$ cat src/tlic_defs.svh
// tlic_defs.svh: constants of the two-level interrupt controller
// assumes: included by bare name from the package and design files
`ifndef TLIC_DEFS_SVH
`define TLIC_DEFS_SVH

`define TLIC_NUM_SRC        16
`define TLIC_SRC_W          4
`define TLIC_PC_W           16
`define TLIC_VEC_W          8
`define TLIC_CNT_W          3

`define TLIC_RESET_PC       16'h0000
`define TLIC_VEC_OFFSET     16'h0000
`define TLIC_VEC_STRIDE     16'h0002

`define TLIC_NMI_VEC        8'h01
`define TLIC_FIRST_SRC_VEC  8'h02
`define TLIC_CVT_L1_VEC     8'h02
`define TLIC_CVT_L0_VEC     8'h03
`define TLIC_HLV_RESET      8'h00

`define TLIC_CLK_PERIOD_NS  5
`define TLIC_PUSH_CYC       3'h2
`define TLIC_JUMP_CYC       3'h3
`define TLIC_WAKE_CYC       3'h5
`define TLIC_POP_CYC        3'h4
`define TLIC_POP_WIDE_CYC   3'h5

`endif

$ cat src/tlic_pkg.sv
// tlic_pkg.sv: types shared by the interrupt controller modules
// assumes: tlic_defs.svh on the include path
`default_nettype none
`include "tlic_defs.svh"

package tlic_pkg;

  typedef enum logic [2:0] {
    TLIC_ST_IDLE = 3'b000,
    TLIC_ST_WAKE = 3'b001,
    TLIC_ST_PUSH = 3'b010,
    TLIC_ST_JUMP = 3'b011,
    TLIC_ST_POP  = 3'b100
  } tlic_state_t;

  // one bit per execution level, used for status and for captured grants
  typedef struct packed {
    logic nmi;
    logic lvl1;
    logic normal_priority_level;
  } tlic_level_t;

  typedef struct packed {
    logic                     valid;
    logic [`TLIC_SRC_W-1:0]   idx;
  } tlic_grant_t;

endpackage : tlic_pkg

`default_nettype wire

$ cat src/tlic_l0_arbiter.sv
// tlic_l0_arbiter.sv: level 0 request picker, fixed or rotating priority
// assumes: single clock domain, purely combinational
`timescale 1ns/10ps
`default_nettype none
`include "tlic_defs.svh"

module tlic_l0_arbiter (
  input  wire logic [`TLIC_NUM_SRC-1:0] req,
  input  wire logic [`TLIC_SRC_W-1:0]   last_idx,
  input  wire logic                     rotate_en,
  output tlic_pkg::tlic_grant_t         grant
);

  // lowest index at or after start wins, wrapping round
  function automatic tlic_pkg::tlic_grant_t pick(
    input logic [`TLIC_NUM_SRC-1:0] r,
    input logic [`TLIC_SRC_W-1:0]   start
  );
    tlic_pkg::tlic_grant_t g;
    logic [`TLIC_SRC_W-1:0] j;
    g = '0;
    for (int k = `TLIC_NUM_SRC - 1; k >= 0; k--) begin
      j = start + `TLIC_SRC_W'(k);
      if (r[j]) begin
        g.valid = 1'b1;
        g.idx   = j;
      end
    end
    return g;
  endfunction : pick

  logic [`TLIC_SRC_W-1:0] start;

  // last granted source drops to lowest priority
  assign start = rotate_en ? `TLIC_SRC_W'(last_idx + `TLIC_SRC_W'(1)) : '0;
  assign grant = pick(req, start);

endmodule : tlic_l0_arbiter

`default_nettype wire

$ cat src/tlic_cycle_timer.sv
// tlic_cycle_timer.sv: down counter timing each phase of entry and return
// assumes: start is a one-cycle pulse, hold freezes the count
`timescale 1ns/10ps
`default_nettype none
`include "tlic_defs.svh"

module tlic_cycle_timer (
  input  wire logic                   clk,
  input  wire logic                   rst_b,
  input  wire logic                   start,
  input  wire logic [`TLIC_CNT_W-1:0] len,
  input  wire logic                   hold,
  output logic                        last
);

  logic [`TLIC_CNT_W-1:0] cnt_q;

  always_ff @(posedge clk or negedge rst_b) begin
    if (!rst_b) begin
      cnt_q <= '0;
    end else if (hold) begin
      cnt_q <= cnt_q;
    end else if (start) begin
      cnt_q <= len;
    end else if (cnt_q != '0) begin
      cnt_q <= cnt_q - `TLIC_CNT_W'(1);
    end
  end

  // high in the final cycle of the phase
  assign last = (cnt_q == `TLIC_CNT_W'(1)) && !hold;

endmodule : tlic_cycle_timer

`default_nettype wire

$ cat src/tlic_core_request_arbiter.sv
// tlic_core_request_arbiter.sv: two-level interrupt controller top
// assumes: core gives an instruction boundary pulse, a decoded return
// pulse and its global enable level; all inputs synchronous to MCLK
`timescale 1ns/10ps
`default_nettype none
`include "tlic_defs.svh"

// Overview of operation
// - requests win against running level or stay pending until they do
// - acknowledge loads program counter with the vector entry address
// - one instruction runs after return or enable before next service
// - level status tracked so return restores the previous level
// - level status never pushed to memory, kept in hardware only
// - all sources level 0 after reset; one vector may be level 1
// - level 1 vector chosen by the high level vector field
// - level 1 preempts a level 0 handler, which resumes afterwards
// - fixed mode grants lowest vector address among level 0 requests
// - optional rotating priority for level 0 enabled by control bit
// - in rotating mode last acknowledged level 0 gets lowest priority
// - maskable requests taken only while global enable is 1
// - acknowledge leaves the global enable bit unchanged
// - only request lines enabled by their peripheral are considered
// - handler entry never clears the peripheral request flag
// - reset starts at 0x0000; vector base set by vector base select
// - entry: finish instruction, two cycles push, three cycles jump
// - request during multicycle instruction waits for its completion
// - wake from sleep adds five cycles plus the sleep start-up time
// - return pops program counter in four or five cycles
// - runs during run-time debug, stops while debugger halts core
// - compact table: non-maskable vector 1, level 1 vector 2, level 0 3
// - non-maskable ignores global enable, never preempted
module tlic_core_request_arbiter #(
  parameter bit WIDE_PC = 1'b0
) (
  input  wire logic                     MCLK,
  input  wire logic                     RST_B,
  input  wire logic [`TLIC_NUM_SRC-1:0] PERIPHERAL_REQUEST_FLAGS,
  input  wire logic [`TLIC_NUM_SRC-1:0] PERIPHERAL_REQUEST_CONTROL,
  input  wire logic                     NMI_REQUEST,
  input  wire logic                     GLOBAL_ENABLE,
  input  wire logic                     INSTR_DONE,
  input  wire logic                     RETURN_FROM_HANDLER,
  input  wire logic                     SLEEPING,
  input  wire logic                     STARTUP_DONE,
  input  wire logic                     DEBUG_HALT,
  input  wire logic                     VECTOR_BASE_SELECT,
  input  wire logic                     COMPACT_TABLE_ENABLE,
  input  wire logic                     ROTATING_PRIORITY_ENABLE,
  input  wire logic [`TLIC_VEC_W-1:0]   HIGH_LEVEL_VECTOR,
  input  wire logic [`TLIC_PC_W-1:0]    APP_START,
  output logic                          PC_LOAD,
  output logic [`TLIC_PC_W-1:0]         PC_VALUE,
  output logic                          CORE_HOLD,
  output logic                          STACK_PUSH,
  output logic                          STACK_POP,
  output logic                          WAKE_REQUEST,
  output logic [`TLIC_VEC_W-1:0]        ACK_VECTOR,
  output logic                          NMI_EXEC,
  output logic                          LEVEL1_EXEC,
  output logic                          LEVEL0_EXEC
);

  function automatic logic [`TLIC_PC_W-1:0] vec_addr(
    input logic [`TLIC_PC_W-1:0]  base,
    input logic [`TLIC_VEC_W-1:0] vec
  );
    return `TLIC_PC_W'(base + `TLIC_PC_W'(vec) * `TLIC_VEC_STRIDE);
  endfunction : vec_addr

  function automatic logic [`TLIC_VEC_W-1:0] src_vec(input logic [`TLIC_SRC_W-1:0] idx);
    return `TLIC_VEC_W'(`TLIC_FIRST_SRC_VEC + `TLIC_VEC_W'(idx));
  endfunction : src_vec

  tlic_pkg::tlic_state_t state_q;
  tlic_pkg::tlic_state_t state_d;
  tlic_pkg::tlic_level_t exec_q;
  tlic_pkg::tlic_level_t kind_q;
  tlic_pkg::tlic_level_t kind_d;
  tlic_pkg::tlic_grant_t l0_grant;

  logic [`TLIC_SRC_W-1:0]   last_idx_q;
  logic [`TLIC_SRC_W-1:0]   grant_idx_q;
  logic [`TLIC_SRC_W-1:0]   grant_idx_d;
  logic [`TLIC_VEC_W-1:0]   vec_q;
  logic [`TLIC_VEC_W-1:0]   vec_d;
  logic [`TLIC_NUM_SRC-1:0] live_req;
  logic [`TLIC_NUM_SRC-1:0] l0_req;
  logic [`TLIC_NUM_SRC-1:0] l1_hit;
  logic                     l1_req;
  logic                     nmi_ok;
  logic                     l1_ok;
  logic                     l0_ok;
  logic                     any_win;
  logic                     boundary;
  logic                     take;
  logic                     holdoff_q;
  logic                     ge_prev_q;
  logic                     timer_start;
  logic [`TLIC_CNT_W-1:0]   timer_len;
  logic                     timer_last;
  logic                     run;
  logic [`TLIC_PC_W-1:0]    base;

  // halted debugger freezes sequencing, timer and level state; run-time debug runs normally
  assign run = !DEBUG_HALT;

  // flags only read, never cleared here disabled lines dropped
  assign live_req = PERIPHERAL_REQUEST_FLAGS & PERIPHERAL_REQUEST_CONTROL;

  // at most one source matches the high level vector, everything else is level 0
  always_comb begin
    for (int i = 0; i < `TLIC_NUM_SRC; i++) begin
      l1_hit[i] = (HIGH_LEVEL_VECTOR == src_vec(`TLIC_SRC_W'(i)));
    end
  end
  assign l0_req = live_req & ~l1_hit;
  assign l1_req = |(live_req & l1_hit);

  tlic_l0_arbiter u_l0_arbiter (
    .req       (l0_req),
    .last_idx  (last_idx_q),
    .rotate_en (ROTATING_PRIORITY_ENABLE),
    .grant     (l0_grant)
  );

  // compare each level against the one executing
  assign nmi_ok = NMI_REQUEST && !exec_q.nmi;
  assign l1_ok  = GLOBAL_ENABLE && l1_req && !exec_q.lvl1 && !exec_q.nmi;
  assign l0_ok  = GLOBAL_ENABLE && l0_grant.valid && !exec_q.normal_priority_level
                  && !exec_q.lvl1 && !exec_q.nmi;
  assign any_win = nmi_ok || l1_ok || l0_ok;

  // entry starts only once the running instruction has finished
  assign boundary = (INSTR_DONE && !holdoff_q && !(GLOBAL_ENABLE && !ge_prev_q))
                    || (SLEEPING && STARTUP_DONE);
  assign take     = run && (state_q == tlic_pkg::TLIC_ST_IDLE) && any_win && boundary;

  always_comb begin
    kind_d      = kind_q;
    vec_d       = vec_q;
    grant_idx_d = grant_idx_q;
    if (take) begin
      kind_d      = '0;
      grant_idx_d = l0_grant.idx;
      if (nmi_ok) begin
        kind_d.nmi = 1'b1;
        vec_d      = `TLIC_NMI_VEC;
      end else if (l1_ok) begin
        kind_d.lvl1 = 1'b1;
        vec_d       = COMPACT_TABLE_ENABLE ? `TLIC_CVT_L1_VEC : HIGH_LEVEL_VECTOR;
      end else begin
        kind_d.normal_priority_level = 1'b1;
        vec_d       = COMPACT_TABLE_ENABLE ? `TLIC_CVT_L0_VEC
                                           : src_vec(l0_grant.idx);
      end
    end
  end

  // entry and return sequencing
  always_comb begin
    state_d     = state_q;
    timer_start = 1'b0;
    timer_len   = '0;
    if (run) begin
      unique case (state_q)
        tlic_pkg::TLIC_ST_IDLE: begin
          if (take && SLEEPING) begin
            state_d     = tlic_pkg::TLIC_ST_WAKE;
            timer_start = 1'b1;
            timer_len   = `TLIC_WAKE_CYC;
          end else if (take) begin
            state_d     = tlic_pkg::TLIC_ST_PUSH;
            timer_start = 1'b1;
            timer_len   = `TLIC_PUSH_CYC;
          end else if (RETURN_FROM_HANDLER) begin
            state_d     = tlic_pkg::TLIC_ST_POP;
            timer_start = 1'b1;
            timer_len   = WIDE_PC ? `TLIC_POP_WIDE_CYC : `TLIC_POP_CYC;
          end
        end
        tlic_pkg::TLIC_ST_WAKE: begin
          if (timer_last) begin
            state_d     = tlic_pkg::TLIC_ST_PUSH;
            timer_start = 1'b1;
            timer_len   = `TLIC_PUSH_CYC;
          end
        end
        tlic_pkg::TLIC_ST_PUSH: begin
          if (timer_last) begin
            state_d     = tlic_pkg::TLIC_ST_JUMP;
            timer_start = 1'b1;
            timer_len   = `TLIC_JUMP_CYC;
          end
        end
        tlic_pkg::TLIC_ST_JUMP: begin
          if (timer_last) begin
            state_d = tlic_pkg::TLIC_ST_IDLE;
          end
        end
        tlic_pkg::TLIC_ST_POP: begin
          if (timer_last) begin
            state_d = tlic_pkg::TLIC_ST_IDLE;
          end
        end
        default: begin
          state_d = tlic_pkg::TLIC_ST_IDLE;
        end
      endcase
    end
  end

  tlic_cycle_timer u_cycle_timer (
    .clk   (MCLK),
    .rst_b (RST_B),
    .start (timer_start),
    .len   (timer_len),
    .hold  (DEBUG_HALT),
    .last  (timer_last)
  );

  always_ff @(posedge MCLK or negedge RST_B) begin
    if (!RST_B) begin
      state_q <= tlic_pkg::TLIC_ST_IDLE;
    end else begin
      state_q <= state_d;
    end
  end

  // captured grant held for the whole entry
  always_ff @(posedge MCLK or negedge RST_B) begin
    if (!RST_B) begin
      kind_q      <= '0;
      vec_q       <= '0;
      grant_idx_q <= '0;
    end else begin
      kind_q      <= kind_d;
      vec_q       <= vec_d;
      grant_idx_q <= grant_idx_d;
    end
  end

  // rotation pointer moves when a level 0 jump begins
  always_ff @(posedge MCLK or negedge RST_B) begin
    if (!RST_B) begin
      last_idx_q <= '0;
    end else if (run && state_q == tlic_pkg::TLIC_ST_PUSH && timer_last && kind_q.normal_priority_level) begin
      last_idx_q <= grant_idx_q;
    end
  end

  // level status lives only here, set at jump, cleared by return
  always_ff @(posedge MCLK or negedge RST_B) begin
    if (!RST_B) begin
      exec_q <= '0;
    end else if (run && state_q == tlic_pkg::TLIC_ST_PUSH && timer_last) begin
      exec_q <= exec_q | kind_q;
    end else if (run && state_q == tlic_pkg::TLIC_ST_POP && timer_last) begin
      if (exec_q.nmi) begin
        exec_q.nmi <= 1'b0;
      end else if (exec_q.lvl1) begin
        exec_q.lvl1 <= 1'b0;
      end else begin
        exec_q.normal_priority_level <= 1'b0;
      end
    end
  end

  // one instruction after return, jump or enable rise before service
  always_ff @(posedge MCLK or negedge RST_B) begin
    if (!RST_B) begin
      ge_prev_q <= 1'b0;
      holdoff_q <= 1'b0;
    end else if (run) begin
      ge_prev_q <= GLOBAL_ENABLE;
      if ((state_q == tlic_pkg::TLIC_ST_POP || state_q == tlic_pkg::TLIC_ST_JUMP)
          && timer_last) begin
        holdoff_q <= 1'b1;
      end else if (GLOBAL_ENABLE && !ge_prev_q) begin
        holdoff_q <= 1'b1;
      end else if (INSTR_DONE || SLEEPING) begin
        holdoff_q <= 1'b0;
      end
    end
  end

  assign base = VECTOR_BASE_SELECT ? `TLIC_VEC_OFFSET
                                   : `TLIC_PC_W'(APP_START + `TLIC_VEC_OFFSET);

  // program counter load; reset shows the reset address
  always_ff @(posedge MCLK or negedge RST_B) begin
    if (!RST_B) begin
      PC_LOAD    <= 1'b1;
      PC_VALUE   <= `TLIC_RESET_PC;
      ACK_VECTOR <= '0;
    end else if (run && state_q == tlic_pkg::TLIC_ST_PUSH && timer_last) begin
      PC_LOAD    <= 1'b1;
      PC_VALUE   <= vec_addr(base, vec_q);
      ACK_VECTOR <= vec_q;
    end else begin
      PC_LOAD <= 1'b0;
    end
  end

  // global enable is an input only and never written back
  always_ff @(posedge MCLK or negedge RST_B) begin
    if (!RST_B) begin
      CORE_HOLD    <= 1'b0;
      STACK_PUSH   <= 1'b0;
      STACK_POP    <= 1'b0;
      WAKE_REQUEST <= 1'b0;
    end else begin
      CORE_HOLD    <= (state_d != tlic_pkg::TLIC_ST_IDLE) || DEBUG_HALT;
      STACK_PUSH   <= (state_d == tlic_pkg::TLIC_ST_PUSH);
      STACK_POP    <= (state_d == tlic_pkg::TLIC_ST_POP);
      WAKE_REQUEST <= SLEEPING && any_win;
    end
  end

  always_ff @(posedge MCLK or negedge RST_B) begin
    if (!RST_B) begin
      NMI_EXEC    <= 1'b0;
      LEVEL1_EXEC <= 1'b0;
      LEVEL0_EXEC <= 1'b0;
    end else begin
      NMI_EXEC    <= exec_q.nmi;
      LEVEL1_EXEC <= exec_q.lvl1;
      LEVEL0_EXEC <= exec_q.normal_priority_level;
    end
  end

endmodule : tlic_core_request_arbiter

`default_nettype wire

$ cat config.mk
export PLATFORM = sky130hd
export DESIGN_NAME = tlic_core_request_arbiter
export DESIGN_NICKNAME = d
export VERILOG_FILES = /design/src/tlic_pkg.sv /design/src/tlic_l0_arbiter.sv /design/src/tlic_cycle_timer.sv /design/src/tlic_core_request_arbiter.sv
export VERILOG_INCLUDE_DIRS = /design/src
export SDC_FILE = /design/constraint.sdc
export NUM_CORES = 1
export LEC_CHECK = 0
export BUFFER_PORTS_ARGS = -buffer_cell sky130_fd_sc_hd__buf_2
export CELL_PAD_IN_SITES_DETAIL_PLACEMENT = 0
export CELL_PAD_IN_SITES_GLOBAL_PLACEMENT = 1
export CORE_MARGIN = 2
export CORE_UTILIZATION = 43
export DETAILED_ROUTE_END_ITERATION = 7
export PLACE_DENSITY = 0.85
export SKIP_LAST_GASP = 1
export SYNTH_ARGS = -nofsm -noshare
export SYNTH_HDL_FRONTEND = slang
export SYNTH_SLANG_ARGS = --single-unit
$ cat constraint.sdc
create_clock -name MCLK -period 5.17 [get_ports MCLK]
set_input_delay 0.517 -clock MCLK [delete_from_list [all_inputs] [get_ports MCLK]]
set_output_delay 0.517 -clock MCLK [all_outputs]
set_load 0.005 [all_outputs]
==> flow_metrics.tcl <==
set metrics [dict create \
    power.total_mw 2.04 \
    placed_cells 1047 \
    cts_num_sinks 62 \
    final_cells 1063 \
    layout.nets 968 \
    fmax_ghz 0.205 \
    crit_chain "ha_1 > nand2_1 > buf_4 > ha_1 > o21ai_0 > nand2_1 > mux2_2 > a2bb2oi_1 > nand3_1 > nor2_1 > o221a_2 > o21ai_0 > a41oi_1 > o221ai_2 > ha_1 > mux2i_1 > nor3_1 > mux2_2" \
    portBuffers 99 \
    cpMaxStageDelayCell "nand2_1" \
    period_minus_slack_ns 4.87 \
    start_util_pct 44.3 \
    critPathMaxStageDelay_ns 0.45 \
    avgSynthCellArea_um2 8.09 \
    synthArstFlopShare_pct 100 \
    cts_made_buffers 9 \
    maxCapViolCount 0 \
    cp_num_buf_inv 1 \
    yosysUniqueCellTypes 94 \
    syn-cell-area_um2 6200 \
    drc 0 \
    setup_viol 0 \
    synth_enable_flop_cells 0 \
    synth_seq_cells 62 \
    synth_fp_nets 856 \
    ys_warn_count 0 \
    dr.pass1.iters 5 \
    rsz0062_at_grt "false" \
    gr-usage-met2_pct 46.2 \
    antenna_left 0 \
    fin_crit_sh_pct 94.3 \
    leakagePower_nw 3.45 \
    die_w_um 124 \
    grt_use_met3_pct 4.81 \
    top_usage_layer "met2" \
    path_max_fanout 21 \
    grt_max_degree 46 \
    hold_viol 0 \
    synth_top_flop_cell "dfrtp_1" \
    rows 43 \
    core_um2 14000 \
    vias 6624 \
    gr-total-overflow 0 \
    finalWeightedCongestion 1.04 \
    pin_count 100 \
    clock-root-buffer "clkbuf_16" \
    grt_pass1_wl_mm 33.4 \
    drtIter0Drc 455 \
    critPathKind "flop to flop" \
    critPathCaptureType "flop" \
    antenna_cells 0 \
    outcome "completed" \
    critical-path-top-delay-family "compound AO/OA/AOI/OAI gates" \
    drive_gt1_share_pct 24.8 \
    clk_latency_ns 0.33 \
    die_y_um 124 \
    cts_hold_buf 0 \
    grt_pass1_vias 6187 \
    cts_tree "done" \
    crit_arrival_ns 5.08 \
    placed_cell_area_um2 7050 \
    layout_common_cells "100 x nand2_1, 99 x buf_2, 61 x dfrtp_1" \
    p_per_area_nw_per_um2 278 \
    fin_setup_tns_ns 0 \
    syn_inst 766 \
    path_clk_slew_ns 0.05 \
    fill_cells 1332 \
    drv_slew 0 \
    h-tree-depth 3 \
    final_area_um2 7330 \
    wirelength_mm 21.8 \
    syn_to_final_growth_pct 18.4 \
    clock_path_buffers 2 \
    maxSlewHeadroom_pct 41.8 \
    antenna_found_initial 0 \
    startpoint_type "flop" \
    viasPerCell 6.23 \
    wl_per_cell_um 20.5 \
    ys_seq_area_share_pct 25.1 \
    use_met1_pct 37.3 \
    finClkSkew_ns 0.00810 \
    die_area_um2 15400 \
    crit_required_ns 5.38 \
    final_common_cell "nand2_1" \
    crit_top_cell "ha_1" \
    hpwlAfterDp_mm 17.6 \
    irDropWorstVdd_uv 174 \
    worst_slew_pin_slew_ns 0.864 \
    grt.total_usage_pct 28.5 \
    holdCritPathClass "input port to async pin" \
]
[routing by layer]
metal	share of wire, %	wire, um
met2	46	10000
met1	42	9120
met5	0	0
met3	8.0	1730
met4	4.0	878
[through the flow]
step / utilization, % / hold slack [ns] / setup slack, ns
6_report: 52.4 / 0.122 / 0.297
5_1_grt: 52.4 / 0.146 / 0.0439
4_1_cts: 52.4 / 0.124 / 0.234
3_5_place_dp: 50.4 / 0.382 / 0.271
3_3_place_gp: 50.4 / 0.367 / 0.217
2_1_floorplan: - / 0.221 / 0.672
[Yosys cell counts (4+ instances only)]
master,instances,area share (%)
o21bai_1,4,0.48
xnor2_1,21,3.0
o21ai_0,51,4.1
clkbuf_1,24,1.5
nor2b_1,16,1.6
xor2_1,4,0.57
o22ai_1,6,0.61
inv_1,34,2.1
nand2b_1,12,1.2
nand3b_1,4,0.48
a22oi_1,15,1.8
and3_1,6,0.61
nand2_1,100,6.1
or2_2,4,0.40
mux4_2,4,1.5
or3_1,4,0.40
o21a_1,9,1.1
nor3_1,20,1.6
a31o_2,4,0.57
ha_1,21,4.2
o31ai_1,5,0.61
a22o_1,7,0.99
o311ai_0,5,0.71
mux2i_1,29,4.7
buf_2,6,0.48
and2_1,11,1.1
a21oi_1,47,3.8
a211oi_1,7,0.85
dfrtp_1,61,25
o211ai_1,17,2.1
nor2_1,43,2.6
mux2_2,23,4.2
a21o_1,7,0.85
a31oi_1,8,0.81
nand3_1,40,3.2
[layout make-up]
cell class	count	area [um2]	area share, %
multi-input cells	633	4370	59.6
clock inverters	7	50.0	0.682
clock buffers	9	225	3.07
flip-flops and latches	62	1550	21.2
repair buffers	136	773	10.5
well taps	180	225	3.07
inverters	36	135	1.84
[sequential cells by signal, indices dropped and copies added, names as in the netlist, 3 cells and up]
register,cells
last_idx_q,4
grant_idx_q,4
kind_q,3
ACK_VECTOR,8
state_q,3
PC_VALUE,16
u_cycle_timer.cnt_q,3
vec_q,8
exec_q,3
[repair_timing]
action / 4_1_cts / 5_1_grt
setup buffers: 0 / 0
resized for setup: 0 / 2
setup endpoints to repair: 0 / 1
[logic make-up (layout without fill, tap and decap cells)]
family	Yosys count	after routing	synth area share (%)
XOR/XNOR	29	29	4.58
multiplexers	60	60	11.5
AO/OA/AOI/OAI	238	238	26.4
adder cells (fa/ha/maj)	22	22	4.56
buffers and inverters	71	188	4.54
flip-flops	62	62	25.1
AND/OR/NAND/NOR	284	284	23.3
[final timing paths]
path                                               to  cells past startpoint                      start  slack [ns]
max                              vec_q[2]$_DFFE_PN0P_                     18  last_idx_q[0]$_DFFE_PN0P_        0.30
min                        grant_idx_q[2]$_DFFE_PN0P_                      1                      RST_B        0.12
max reg2reg                      vec_q[2]$_DFFE_PN0P_                     18  last_idx_q[0]$_DFFE_PN0P_        0.30
min reg2reg                     LEVEL0_EXEC$_DFF_PN0_                      0      exec_q[0]$_DFFE_PN0P_        0.38
max in group asynchronous           PC_LOAD$_DFF_PN1_                      2                      RST_B        4.14
min in group MCLK               LEVEL0_EXEC$_DFF_PN0_                      0      exec_q[0]$_DFFE_PN0P_        0.38
[power by group]
| group | leakage [nW] | switching (mW) | internal [mW] |
|---|---|---|---|
| Combinational | 2.52 | 0.432 | 0.342 |
| Clock | 0.140 | 0.224 | 0.325 |
| Sequential | 0.793 | 0.0939 | 0.624 |
(Power assumes the default switching activity.)
